## config.mk

```make
export PLATFORM = sky130hd
export DESIGN_NAME = smsp_top
export DESIGN_NICKNAME = d
export VERILOG_FILES = /design/src/common/smsp_pkg.sv /design/src/smsp_baud.sv /design/src/smsp_top.sv
export SDC_FILE = /design/constraint.sdc
export NUM_CORES = 1
export LEC_CHECK = 0
export ABC_AREA = 1
export BUFFER_PORTS_ARGS = -buffer_cell sky130_fd_sc_hd__buf_2
export CELL_PAD_IN_SITES_DETAIL_PLACEMENT = 0
export CELL_PAD_IN_SITES_GLOBAL_PLACEMENT = 1
export CORE_ASPECT_RATIO = 1.25
export CORE_MARGIN = 2
export CORE_UTILIZATION = 39
export DETAILED_ROUTE_END_ITERATION = 7
export PLACE_DENSITY = 0.78
export SETUP_SLACK_MARGIN = 0.15
export SLEW_MARGIN = 20
export SYNTH_ARGS = -nofsm -noshare
export SYNTH_HDL_FRONTEND = slang
export SYNTH_SLANG_ARGS = --single-unit
```

## constraint.sdc

```tcl
create_clock -name aclk -period 2 [get_ports aclk]
set_input_delay 0.3 -clock aclk [delete_from_list [all_inputs] [get_ports aclk]]
set_output_delay 0.3 -clock aclk [all_outputs]
set_load 0.02 [all_outputs]
```

## src/common/smsp_pkg.sv

```systemverilog
// Package with register map, field positions and reset values of the port
package smsp_pkg;

  // Register byte offsets (word aligned)
  localparam logic [7:0] OFF_CORE_INT   = 8'h00;
  localparam logic [7:0] OFF_REQ_FLAGS  = 8'h04;
  localparam logic [7:0] OFF_ENABLES    = 8'h08;
  localparam logic [7:0] OFF_PRIORITY   = 8'h0c;
  localparam logic [7:0] OFF_RX_CTRL    = 8'h10;
  localparam logic [7:0] OFF_TX_BUF     = 8'h14;
  localparam logic [7:0] OFF_TX_CTRL    = 8'h18;
  localparam logic [7:0] OFF_BAUD       = 8'h1c;
  localparam logic [7:0] OFF_RX_BUF     = 8'h20;

  // Transmit status and control fields
  localparam int TXC_CLK_SRC   = 7;
  localparam int TXC_NINE      = 6;
  localparam int TXC_TX_EN     = 5;
  localparam int TXC_SYNC      = 4;
  localparam int TXC_HIGH_BAUD = 2;
  localparam int TXC_SHIFT_EMP = 1;
  localparam int TXC_NINTH     = 0;

  // Receive status and control fields
  localparam int RXC_PORT_EN   = 7;
  localparam int RXC_NINE      = 6;
  localparam int RXC_SINGLE    = 5;
  localparam int RXC_CONT      = 4;
  localparam int RXC_ADDR_DET  = 3;
  localparam int RXC_FRAME_ERR = 2;
  localparam int RXC_OVERRUN   = 1;
  localparam int RXC_NINTH     = 0;

  // Request, enable and priority fields
  localparam int FLG_RX = 5;
  localparam int FLG_TX = 4;

  // Core interrupt control fields
  localparam int CIC_GLOBAL = 7;
  localparam int CIC_PERIPH = 6;

  // Reset values
  localparam logic [7:0] RST_TX_CTRL = 8'h02;
  localparam logic [7:0] RST_ZERO    = 8'h00;

  // AXI response codes
  localparam logic [1:0] RESP_OKAY   = 2'b00;
  localparam logic [1:0] RESP_SLVERR = 2'b10;

endpackage : smsp_pkg

```

## src/smsp_baud.sv

```systemverilog
// Baud tick generator that paces each shift-clock half period
`timescale 1ns/1ps
module smsp_baud #(
  parameter int WIDTH = 8
) (
  // Clock and reset
  input  wire logic             aclk,
  input  wire logic             aresetn,
  // Control
  input  wire logic             run,
  input  wire logic [WIDTH-1:0] divisor,
  // Tick out
  output logic                  tick
);

  logic [WIDTH-1:0] cnt_reg;
  logic [WIDTH-1:0] cnt_next;
  logic             tick_reg;
  logic             tick_next;

  // Count down from divisor, tick on reaching zero
  always_comb begin
    cnt_next  = cnt_reg;
    tick_next = 1'b0;
    if (!run) begin
      cnt_next = divisor;
    end else if (cnt_reg == '0) begin
      cnt_next  = divisor;
      tick_next = 1'b1;
    end else begin
      cnt_next = cnt_reg - 1'b1;
    end
  end

  always_ff @(posedge aclk) begin
    if (!aresetn) begin
      cnt_reg  <= '0;
      tick_reg <= 1'b0;
    end else begin
      cnt_reg  <= cnt_next;
      tick_reg <= tick_next;
    end
  end

  assign tick = tick_reg;

endmodule : smsp_baud

```

## src/smsp_top.sv

```systemverilog
// Synchronous master serial port with AXI4-Lite register access
//
// Design decisions made here: the placing of the registers and the AXI4-Lite slave port.
`timescale 1ns/1ps
module smsp_top #(
  parameter int BAUD_W = 8
) (
  // Clock and reset
  input  wire logic        aclk,
  input  wire logic        aresetn,
  // AXI4-Lite write address and data
  input  wire logic [7:0]  s_axi_awaddr,
  input  wire logic        s_axi_awvalid,
  output logic             s_axi_awready,
  input  wire logic [31:0] s_axi_wdata,
  input  wire logic [3:0]  s_axi_wstrb,
  input  wire logic        s_axi_wvalid,
  output logic             s_axi_wready,
  // AXI4-Lite write response
  output logic [1:0]       s_axi_bresp,
  output logic             s_axi_bvalid,
  input  wire logic        s_axi_bready,
  // AXI4-Lite read
  input  wire logic [7:0]  s_axi_araddr,
  input  wire logic        s_axi_arvalid,
  output logic             s_axi_arready,
  output logic [31:0]      s_axi_rdata,
  output logic [1:0]       s_axi_rresp,
  output logic             s_axi_rvalid,
  input  wire logic        s_axi_rready,
  // Shift clock line pin
  input  wire logic        shift_clock_line_i,
  output logic             shift_clock_line_o,
  output logic             shift_clock_line_oe,
  // Shift data line pin
  input  wire logic        shift_data_line_i,
  output logic             shift_data_line_o,
  output logic             shift_data_line_oe,
  // Interrupt request
  output logic             irq
);

  typedef enum logic [1:0] {SMSP_IDLE, SMSP_TX, SMSP_RX} smsp_state_type;

  // Registers
  logic [7:0] cic_reg, cic_next, en_reg, en_next, pri_reg, pri_next;
  logic [7:0] rxc_reg, rxc_next, txc_reg, txc_next, baud_reg, baud_next;
  logic [8:0] txbuf_reg, txbuf_next, rxbuf_reg, rxbuf_next;
  logic       txfull_reg, txfull_next, rxflag_reg, rxflag_next;
  // Shifter state
  smsp_state_type st_reg, st_next;
  logic [8:0] sh_reg, sh_next;
  logic [3:0] bit_reg, bit_next;
  logic       ck_reg, ck_next, dout_reg, dout_next, doe_reg, doe_next;
  logic       ckoe_reg, ckoe_next, irq_reg, irq_next;
  // Bus state
  logic       aw_reg, aw_next, w_reg, w_next, b_reg, b_next;
  logic       ar_reg, ar_next, r_reg, r_next;
  logic [7:0] awa_reg, awa_next, ara_reg, ara_next;
  logic [31:0] wd_reg, wd_next, rd_reg, rd_next;
  logic [1:0] br_reg, br_next, rr_reg, rr_next;
  logic       din_s1_reg, din_s2_reg;
  logic       tick;
  logic       wr_do, rd_do, master_on, nine_tx, nine_rx, tx_word_end;

  // Data line synchroniser
  always_ff @(posedge aclk) begin
    din_s1_reg <= shift_data_line_i;
    din_s2_reg <= din_s1_reg;
  end

  // Master clock active only in synchronous master with port enabled
  assign master_on = txc_reg[smsp_pkg::TXC_CLK_SRC]
                   & txc_reg[smsp_pkg::TXC_SYNC]
                   & rxc_reg[smsp_pkg::RXC_PORT_EN];
  assign nine_tx = txc_reg[smsp_pkg::TXC_NINE];
  assign nine_rx = rxc_reg[smsp_pkg::RXC_NINE];
  assign wr_do = aw_reg & w_reg & ~b_reg;
  assign rd_do = ar_reg & ~r_reg;
  assign tx_word_end = (bit_reg == (nine_tx ? 4'd8 : 4'd7));

  // Baud pacing of each half period
  smsp_baud #(.WIDTH(BAUD_W)) u_baud (
    .aclk    (aclk),
    .aresetn (aresetn),
    .run     (st_reg != SMSP_IDLE),
    .divisor (baud_reg),
    .tick    (tick)
  );

  // Read mux, only implemented bits
  function automatic logic [7:0] rd_mux(input logic [7:0] a,
                                        input logic [7:0] t,
                                        input logic [7:0] r);
    logic [7:0] v;
    v = 8'h00;
    unique case (a)
      smsp_pkg::OFF_CORE_INT:  v = cic_reg & 8'hc0;
      smsp_pkg::OFF_REQ_FLAGS: v = {2'b00, rxflag_reg, ~txfull_reg, 4'h0};
      smsp_pkg::OFF_ENABLES:   v = en_reg & 8'h30;
      smsp_pkg::OFF_PRIORITY:  v = pri_reg & 8'h30;
      smsp_pkg::OFF_RX_CTRL:   v = r;
      smsp_pkg::OFF_TX_BUF:    v = txbuf_reg[7:0];
      smsp_pkg::OFF_TX_CTRL:   v = t & 8'hf7;
      smsp_pkg::OFF_BAUD:      v = baud_reg;
      smsp_pkg::OFF_RX_BUF:    v = rxbuf_reg[7:0];
      default:                 v = 8'h00;
    endcase
    return v;
  endfunction : rd_mux

  // Decide whether an offset is mapped
  function automatic logic mapped(input logic [7:0] a);
    return (a[1:0] == 2'b00) && (a <= smsp_pkg::OFF_RX_BUF);
  endfunction : mapped

  // Bus channel handling and register writes
  always_comb begin
    aw_next = aw_reg; w_next = w_reg; b_next = b_reg;
    ar_next = ar_reg; r_next = r_reg;
    awa_next = awa_reg; ara_next = ara_reg;
    wd_next = wd_reg; rd_next = rd_reg; br_next = br_reg; rr_next = rr_reg;
    cic_next = cic_reg; en_next = en_reg; pri_next = pri_reg;
    rxc_next = rxc_reg; txc_next = txc_reg; baud_next = baud_reg;
    txbuf_next = txbuf_reg; txfull_next = txfull_reg;
    if (s_axi_awvalid && !aw_reg) begin
      aw_next = 1'b1; awa_next = s_axi_awaddr;
    end
    if (s_axi_wvalid && !w_reg) begin
      w_next = 1'b1; wd_next = s_axi_wdata;
    end
    if (wr_do) begin
      aw_next = 1'b0; w_next = 1'b0; b_next = 1'b1;
      br_next = mapped(awa_reg) ? smsp_pkg::RESP_OKAY
                                : smsp_pkg::RESP_SLVERR;
      if (s_axi_wstrb[0]) begin
        unique case (awa_reg)
          smsp_pkg::OFF_CORE_INT: cic_next = wd_reg[7:0] & 8'hc0;
          smsp_pkg::OFF_ENABLES:  en_next  = wd_reg[7:0] & 8'h30;
          smsp_pkg::OFF_PRIORITY: pri_next = wd_reg[7:0] & 8'h30;
          smsp_pkg::OFF_RX_CTRL:  rxc_next[7:3] = wd_reg[7:3];
          smsp_pkg::OFF_TX_BUF: begin
            txbuf_next  = {txc_reg[smsp_pkg::TXC_NINTH], wd_reg[7:0]};
            txfull_next = 1'b1;
          end
          smsp_pkg::OFF_TX_CTRL: begin
            txc_next[7:4] = wd_reg[7:4];
            txc_next[smsp_pkg::TXC_HIGH_BAUD] = wd_reg[2];
            txc_next[smsp_pkg::TXC_NINTH] = wd_reg[0];
          end
          smsp_pkg::OFF_BAUD: baud_next = wd_reg[7:0];
          default: ;
        endcase
      end
    end
    if (b_reg && s_axi_bready) b_next = 1'b0;
    if (s_axi_arvalid && !ar_reg) begin
      ar_next = 1'b1; ara_next = s_axi_araddr;
    end
    if (rd_do) begin
      ar_next = 1'b0; r_next = 1'b1;
      rd_next = {24'h0, rd_mux(ara_reg, txc_reg, rxc_reg)};
      rr_next = mapped(ara_reg) ? smsp_pkg::RESP_OKAY
                                : smsp_pkg::RESP_SLVERR;
    end
    if (r_reg && s_axi_rready) r_next = 1'b0;
    // Clearing continuous enable releases the overrun error
    if (!rxc_next[smsp_pkg::RXC_CONT]) begin
      rxc_next[smsp_pkg::RXC_OVERRUN] = 1'b0;
    end
    rxc_next[smsp_pkg::RXC_FRAME_ERR] = 1'b0;
    // Status updates from the shifter, set wins over clear
    // A buffer write in the load cycle keeps the new word marked full
    if (st_reg == SMSP_IDLE && txfull_reg && master_on
        && txc_reg[smsp_pkg::TXC_TX_EN]
        && !(wr_do && s_axi_wstrb[0]
             && awa_reg == smsp_pkg::OFF_TX_BUF)) begin
      txfull_next = 1'b0;
    end
    if (st_reg == SMSP_RX && tick && ck_reg
        && bit_reg == (nine_rx ? 4'd8 : 4'd7)) begin
      rxc_next[smsp_pkg::RXC_NINTH] = nine_rx ? din_s2_reg : 1'b0;
      if (rxflag_reg && rxc_reg[smsp_pkg::RXC_CONT]) begin
        rxc_next[smsp_pkg::RXC_OVERRUN] = 1'b1;
      end
      if (rxc_reg[smsp_pkg::RXC_SINGLE]
          && !rxc_reg[smsp_pkg::RXC_CONT]) begin
        rxc_next[smsp_pkg::RXC_SINGLE] = 1'b0;
      end
    end
    txc_next[smsp_pkg::TXC_SHIFT_EMP] = (st_next != SMSP_TX);
    txc_next[3] = 1'b0;
  end

  // Shifter: transmit, receive and shift clock generation
  always_comb begin
    st_next = st_reg; sh_next = sh_reg; bit_next = bit_reg;
    ck_next = ck_reg; dout_next = dout_reg; doe_next = doe_reg;
    rxbuf_next = rxbuf_reg; rxflag_next = rxflag_reg;
    ckoe_next = master_on;
    if (rd_do && ara_reg == smsp_pkg::OFF_RX_BUF) rxflag_next = 1'b0;
    unique case (st_reg)
      SMSP_IDLE: begin
        ck_next = 1'b0;
        bit_next = 4'd0;
        doe_next = 1'b0;
        if (master_on && txfull_reg && txc_reg[smsp_pkg::TXC_TX_EN]) begin
          st_next = SMSP_TX;
          sh_next = txbuf_reg;
          dout_next = txbuf_reg[0];
          doe_next = 1'b1;
        end else if (master_on && !txc_reg[smsp_pkg::TXC_TX_EN]
                     && (rxc_reg[smsp_pkg::RXC_SINGLE]
                         || rxc_reg[smsp_pkg::RXC_CONT])) begin
          st_next = SMSP_RX;
        end
      end
      SMSP_TX: begin
        if (!master_on) begin
          st_next = SMSP_IDLE;
        end else if (tick) begin
          ck_next = ~ck_reg;
          if (ck_reg) begin
            if (tx_word_end) begin
              st_next = SMSP_IDLE;
            end else begin
              sh_next = {1'b0, sh_reg[8:1]};
              dout_next = sh_reg[1];
              bit_next = bit_reg + 4'd1;
            end
          end
        end
      end
      SMSP_RX: begin
        if (!master_on || !(rxc_reg[smsp_pkg::RXC_SINGLE]
                            || rxc_reg[smsp_pkg::RXC_CONT])) begin
          st_next = SMSP_IDLE;
        end else if (tick) begin
          ck_next = ~ck_reg;
          if (ck_reg) begin
            // Falling edge: sample data
            sh_next = nine_rx ? {din_s2_reg, sh_reg[8:1]}
                              : {1'b0, din_s2_reg, sh_reg[7:1]};
            bit_next = bit_reg + 4'd1;
            if (bit_reg == (nine_rx ? 4'd8 : 4'd7)) begin
              rxbuf_next = nine_rx ? {din_s2_reg, sh_reg[8:1]}
                                   : {1'b0, din_s2_reg, sh_reg[7:1]};
              rxflag_next = 1'b1;
              bit_next = 4'd0;
              if (!rxc_reg[smsp_pkg::RXC_CONT]) st_next = SMSP_IDLE;
            end
          end
        end
      end
      default: st_next = SMSP_IDLE;
    endcase
    // Flags raised regardless of enables, enables gate the request
    irq_next = ((rxflag_reg & en_reg[smsp_pkg::FLG_RX])
               | (~txfull_reg & en_reg[smsp_pkg::FLG_TX]))
               & cic_reg[smsp_pkg::CIC_GLOBAL]
               & cic_reg[smsp_pkg::CIC_PERIPH];
  end

  // Register all state except the data line synchroniser
  always_ff @(posedge aclk) begin
    if (!aresetn) begin
      cic_reg <= smsp_pkg::RST_ZERO; en_reg <= smsp_pkg::RST_ZERO;
      pri_reg <= smsp_pkg::RST_ZERO; rxc_reg <= smsp_pkg::RST_ZERO;
      txc_reg <= smsp_pkg::RST_TX_CTRL; baud_reg <= smsp_pkg::RST_ZERO;
      txbuf_reg <= '0; rxbuf_reg <= '0; txfull_reg <= 1'b0;
      rxflag_reg <= 1'b0; st_reg <= SMSP_IDLE; sh_reg <= '0;
      bit_reg <= '0; ck_reg <= 1'b0; dout_reg <= 1'b0; doe_reg <= 1'b0;
      ckoe_reg <= 1'b0; irq_reg <= 1'b0;
      aw_reg <= 1'b0; w_reg <= 1'b0; b_reg <= 1'b0; ar_reg <= 1'b0;
      r_reg <= 1'b0; awa_reg <= '0; ara_reg <= '0; wd_reg <= '0;
      rd_reg <= '0; br_reg <= '0; rr_reg <= '0;
    end else begin
      cic_reg <= cic_next; en_reg <= en_next; pri_reg <= pri_next;
      rxc_reg <= rxc_next; txc_reg <= txc_next; baud_reg <= baud_next;
      txbuf_reg <= txbuf_next; rxbuf_reg <= rxbuf_next;
      txfull_reg <= txfull_next; rxflag_reg <= rxflag_next;
      st_reg <= st_next; sh_reg <= sh_next; bit_reg <= bit_next;
      ck_reg <= ck_next; dout_reg <= dout_next; doe_reg <= doe_next;
      ckoe_reg <= ckoe_next; irq_reg <= irq_next;
      aw_reg <= aw_next; w_reg <= w_next; b_reg <= b_next;
      ar_reg <= ar_next; r_reg <= r_next; awa_reg <= awa_next;
      ara_reg <= ara_next; wd_reg <= wd_next; rd_reg <= rd_next;
      br_reg <= br_next; rr_reg <= rr_next;
    end
  end

  // Outputs straight from flip-flops
  assign s_axi_awready = ~aw_reg;
  assign s_axi_wready = ~w_reg;
  assign s_axi_bvalid = b_reg;
  assign s_axi_bresp = br_reg;
  assign s_axi_arready = ~ar_reg;
  assign s_axi_rvalid = r_reg;
  assign s_axi_rdata = rd_reg;
  assign s_axi_rresp = rr_reg;
  assign shift_clock_line_o = ck_reg;
  assign shift_clock_line_oe = ckoe_reg;
  assign shift_data_line_o = dout_reg;
  assign shift_data_line_oe = doe_reg;
  assign irq = irq_reg;

  // Checks on the shifter
  property p_half_duplex;
    @(posedge aclk) disable iff (!aresetn)
      (st_reg == SMSP_RX) |-> !doe_reg;
  endproperty
  a_half_duplex: assert property (p_half_duplex)
    else $error("data driven while receiving");

  property p_shift_empty;
    @(posedge aclk) disable iff (!aresetn)
      ##1 txc_reg[smsp_pkg::TXC_SHIFT_EMP] == (st_reg != SMSP_TX);
  endproperty
  a_shift_empty: assert property (p_shift_empty)
    else $error("shift empty status wrong");

  property p_load_clears_full;
    @(posedge aclk) disable iff (!aresetn)
      (st_reg == SMSP_IDLE && $past(st_reg) == SMSP_IDLE && st_next == SMSP_TX
       && !wr_do) |=> !txfull_reg && st_reg == SMSP_TX;
  endproperty
  a_load_clears_full: assert property (p_load_clears_full)
    else $error("buffer not emptied on load");

  property p_no_clock_off;
    @(posedge aclk) disable iff (!aresetn)
      !master_on |=> !ckoe_reg;
  endproperty
  a_no_clock_off: assert property (p_no_clock_off)
    else $error("clock driven outside master mode");

  property p_rx_flag;
    @(posedge aclk) disable iff (!aresetn)
      (st_reg == SMSP_RX && tick && ck_reg && bit_reg == 4'd7 && !nine_rx
       && master_on) |=> rxflag_reg;
  endproperty
  a_rx_flag: assert property (p_rx_flag)
    else $error("receive flag not set");

  property p_err_clear;
    @(posedge aclk) disable iff (!aresetn)
      !rxc_reg[smsp_pkg::RXC_CONT] |-> !rxc_reg[smsp_pkg::RXC_OVERRUN];
  endproperty
  a_err_clear: assert property (p_err_clear)
    else $error("error held without continuous enable");

  property p_tx_no_rx;
    @(posedge aclk) disable iff (!aresetn)
      (st_reg == SMSP_TX) |=> (st_reg != SMSP_RX);
  endproperty
  a_tx_no_rx: assert property (p_tx_no_rx)
    else $error("receive started from transmit");

  property p_ck_idle_low;
    @(posedge aclk) disable iff (!aresetn)
      (st_reg == SMSP_IDLE) |=> !ck_reg;
  endproperty
  a_ck_idle_low: assert property (p_ck_idle_low)
    else $error("shift clock high while idle");

endmodule : smsp_top
```

Yosys cells after proc, flatten, opt, wreduce, memory -nomap -nowiden
Cells that the tools add are included.

Input bits: 61. Word-level logic and storage cells: 212. Register bits after elaboration: 120.

Reductions and logical operators: 60. Mux-type cells: 65. Equal/unequal tests: 27. $add $sub $neg: 2. Bitwise gates (word level): 19. $lt $le $gt $ge: 2.

Operators by type and width (count): $mux W9 (9); $pmux W8 S9 (1); $eq A8 B5 Y1 const B (8); $mux W4 (10); $eq A8 B4 Y1 const B (4); $mux W2 (14); $pmux W9 S3 (1); $logic_not A8 Y1 (3); $reduce_and A3 Y1 (8); $logic_and A1 B1 Y1 (23); $mux W1 (21); $le A8 B6 Y1 const B (2); $mux W8 (2); $pmux W4 S3 (1); $ne A2 B2 Y1 const B (5); $reduce_or A2 Y1 (5); $and A1 B1 Y1 (9); $mux W3 (3); $not A1 Y1 (9); $reduce_and A9 Y1 (1); $eq A4 B4 Y1 (2); $eq A8 B3 Y1 const B (1); $eq A8 B6 Y1 const B (1); $logic_not A1 Y1 (8); other kinds (17) (24).

Logic depth before layout (Yosys ltp)
Depth in word-level cells: 9. Mapped depth: 12. Depth with buffers taken out: 11.

Cells and area by module
A second synthesis with hierarchy kept.

Cells, all modules: 832. Area total of the unflattened synthesis: 5699.2 um2.

By module, submodules not included: smsp_top (instances 1, area each 5136.2 um2, cells an instance 740, sequential area each 2142.1 um2); smsp_baud (instances 1, area each 563.0 um2, cells an instance 92, sequential area each 180.2 um2).

Worst setup path after synthesis
No wires, ideal clock.

Kind: reg-to-reg. From: reg st_reg[0]. To: reg bit_reg[0]. Period minus slack after synthesis: 1524 ps. Data required time: 1936 ps. Library setup time: 64 ps. Slack: 476 ps. Arrival time: 1460 ps. Stages on the path, launching flop included: 10. Buffers on the path: 1. Cell sequence: dfxtp_1 > inv_1 > ha_1 > buf_4 > clkinv_1 > nor2_1 > nand2_1 > nor2_1 > nor2_1 > nor2_1.

Longest elaborated chain between the ends: 3. Elaborated cells between the ends (all ways): 13. Those cells by class: eq/ne: 9; mux: 1; reduce/logical: 3.

Ends and longest elaborated chain: from (decl) (RTL line smsp_top.sv:51) `smsp_state_type st_reg, st_next;`; from (signal assigned) (RTL line smsp_top.sv:282) `st_reg <= st_next; sh_reg <= sh_next; bit_reg <= bit_next;`; $eq A2 B1 Y1, or another cell as far along (RTL line smsp_top.sv:202) `unique case (st_reg)`; $ne A2 B1 Y1 (no line), or another cell as far along; $reduce_and A8 Y1 (no line); to (signal assigned) (RTL line smsp_top.sv:282); to (decl) (RTL line smsp_top.sv:53) `logic [3:0] bit_reg, bit_next;`.

Parallel ways exist; a longest one is shown, timed or not. A chain may end at the register's enable or synchronous reset.

Final worst setup path
From: reg st_reg[1]. To: reg sh_reg[7].

Longest elaborated chain between the ends: 3. Elaborated cells between the ends (all ways): 14. Those cells by class: eq/ne: 10; mux: 1; reduce/logical: 3.

Ends and longest elaborated chain: $eq A2 B1 Y1, or another cell as far along (RTL line smsp_top.sv:202); $ne A2 B1 Y1 (no line), or another cell as far along; $reduce_and A9 Y1 (no line); to (signal assigned) (RTL line smsp_top.sv:282); to (decl) (RTL line smsp_top.sv:52) `logic [8:0] sh_reg, sh_next;`.

Parallel ways exist; a longest one is shown, timed or not.

==> results_dict.tcl <==
set metrics [dict create \
    routed_wl_um 14200 \
    drt_iter0_markers 284 \
    cts_inserted_buffers 17 \
    ys_types 36 \
    pwr_density_cell_nw_per_um2 916 \
    portBuffers 52 \
    top_layer "met4" \
    grt_max_degree 85 \
    die_h_um 138 \
    worst_setup_path_start_kind "flip-flop" \
    placed_area_um2 6020 \
    h-tree-depth 4 \
    syn_area_per_cell_um2 6.97 \
    worstPathCellList "inv_1 -> ha_1 -> nand2_2 -> o21ai_2 -> nor2_4 -> nand2_4 -> inv_4 -> nand3_1 -> nand2_1 -> nor2_1" \
    synth_seq_cells 116 \
    hold_class "in2reg" \
    reg2reg_depth 10 \
    io_pins 107 \
    cp_slowest_cell "dfxtp_1" \
    tritoncts "done" \
    clk_pin_slew_worst_paths_ns 0.05 \
    start_util_pct 39.5 \
    worstSetupPathType "reg2reg" \
    post_cts_buffers 0 \
    final.setup_skew_ns 0.00844 \
    critPathMaxStageDelay_ns 0.34 \
    min_to "s_axi_rvalid" \
    dr_wl_met2_um 7110 \
    hp-start "s_axi_rready" \
    cts.sinks 116 \
    max_clock_freq_mhz 600 \
    clockRootBuffer "clkbuf_16" \
    drc_errors 0 \
    synth_edf_count 0 \
    cts.path.max_buffers 2 \
    max-cap-violations 0 \
    fin_crit_ns 1.67 \
    synth.largest_area_cell "dfxtp_1" \
    routed_wire_length_per_instance_um 13.4 \
    fin_hold_ws_ns 0.0892 \
    wirelength_met1_um 6240 \
    worst_r2r_endpoint "sh_reg[7]" \
    track_usage_pct 19.1 \
    dieArea_um2 15400 \
    gp_congestion 0.827 \
    antenna_cells 0 \
    grt_pass1_vias 4892 \
    crit_family "simple AND/OR/NAND/NOR gates" \
    die_x_um 112 \
    synth_area_leaders "dfxtp_1 (41%), nand2_1 (9.0%), nor2_1 (8.9%)" \
    setup_violations 0 \
    hold_path_depth 2 \
    drv_slew 0 \
    max-vdd-ir-drop_uv 399 \
    drtAntennaViolNets 0 \
    multi_input_area_um2 2760 \
    status "completed" \
    ys_warn_count 0 \
    tns_ns 0 \
    syn_area_um2 5640 \
    antenna_found_initial 0 \
    ys_async_sr_fraction_pct 0 \
    row_count 49 \
    endpoint_kind "flip-flop" \
    grt_pass1_wl_um 23700 \
    synth_seq_area_share_pct 41.2 \
    crit_fanout 9 \
    drive_gt1_share_pct 15.9 \
    vias 5089 \
    nNetsFinal 937 \
    largest_reg_flops 9 \
    fill_cells 1504 \
    crit_buf_inv 2 \
    hold_violations 0 \
    area_growth_pct 18.6 \
    ys.flop_type "dfxtp_1" \
    crit_arrival_ns 1.97 \
    synth.top_cell.area_share_pct 41.2 \
    dr.pass1.iters 5 \
    fin_area_um2 6690 \
    core_area_um2 14300 \
    rsz0062_at_grt "no" \
    grt-ovfl-total 0 \
    seq_area_um2 2320 \
    rrSetupSlack_ns 0.33 \
    required_ns 2.31 \
    crit-reg2reg-launch "st_reg[1]" \
    post-route-period-util_pct 83.4 \
    dp_hpwl_um 10600 \
    cellLeakagePower_nw 3.02 \
    route.met3.wl_um 403 \
    clk_latency_ns 0.41 \
    postSynthCellCount 809 \
    viasPerCell 4.80 \
]
-- cells by family after synthesis --
kind of cell	count (synthesis)	synth area share [%]
flip-flops	116	41.2
adder cells (fa/ha/maj)	7	1.55
other	1	0.0665
buffers and inverters	140	11.6
AO/OA/AOI/OAI	147	13.5
AND/OR/NAND/NOR	393	31.3
XOR/XNOR	5	0.777
-- through the flow --
step | setup slack (ns) | total power (W) | std cells | utilization (%)
2_1_floorplan | 0.476 | 0.00279 | 834 | -
3_3_place_gp | 0.301 | 0.00288 | 1027 | 42.1
3_5_place_dp | 0.299 | 0.00289 | 1027 | 42.1
4_1_cts | 0.288 | 0.00618 | 1060 | 46.7
5_1_grt | 0.189 | 0.00634 | 1060 | 46.8
6_report | 0.332 | 0.00612 | 1060 | 46.8
-- synth_stat cells, drive strengths merged (2+ instances only) --
cell type    n
nor2       155
nand4        8
ha           7
a21oi       57
dfxtp      116
a22oi        2
buf         37
inv         90
o21ai       84
nor3         4
nand2      145
clkbuf      12
xor2         4
nand3       80
-- repair_timing --
item | 4_1_cts | 5_1_grt
endpoints found under the hold margin | 1 | 0
gates resized for setup | 0 | 3
hold buffers | 1 | 0
endpoints found under the setup margin | 0 | 8
-- power breakdown --
| group | internal [W] | switching [W] |
|---|---|---|
| clock | 0.00219 | 0.00110 |
| combinational | 0.000120 | 0.000298 |
| sequential | 0.00237 | 0.0000492 |
| total | 0.00468 | 0.00145 |
-- layout make-up --
cell class / instances / area share (%)
sequential: 116 / 34.7
multi-input combinational: 578 / 41.3
clock buffer: 21 / 7.04
timing repair buffer: 65 / 5.76
clock inverter: 11 / 2.60
tap: 178 / 3.33
inverter: 91 / 5.20
-- metal layers --
layer  vias up  track usage, %
li1       2666               -
met1      2294            22.3
met2       102            33.5
met3        27            3.95
met4         0            9.10
met5         -               0
-- layout by cell type, fill, tap and decap left out, types with 3 or more instances in the layout --
cell | synthesis | layout
nand2_1 | 135 | 135
buf_4 | 30 | 10
nor3_1 | 3 | 3
clkbuf_8 | 0 | 3
dfxtp_1 | 116 | 116
inv_1 | 84 | 84
nor2_4 | 6 | 6
o21ai_0 | 76 | 76
nor2_2 | 13 | 14
conb_1 | 1 | 26
nand3_1 | 78 | 78
clkinvlp_4 | 0 | 4
nor2_1 | 134 | 133
bufinv_16 | 0 | 4
ha_1 | 7 | 7
inv_2 | 5 | 5
clkbuf_16 | 0 | 17
nand2_2 | 8 | 8
a21oi_1 | 56 | 56
xor2_1 | 4 | 4
buf_2 | 6 | 52
nand4_1 | 8 | 8
o21ai_1 | 6 | 6
-- worst max path at each step --
stage	start	endpoint	slack, ns	cells after the start
after floorplan	st_reg[0]	bit_reg[0]	0.48	9
after global placement	st_reg[0]	bit_reg[1]	0.30	8
after detailed placement	st_reg[0]	bit_reg[0]	0.30	8
after CTS	st_reg[0]	rxbuf_reg[1]	0.29	7
after global routing	st_reg[1]	sh_reg[4]	0.19	9
final	st_reg[1]	sh_reg[7]	0.33	10
Power figures use the tool's default switching activity.
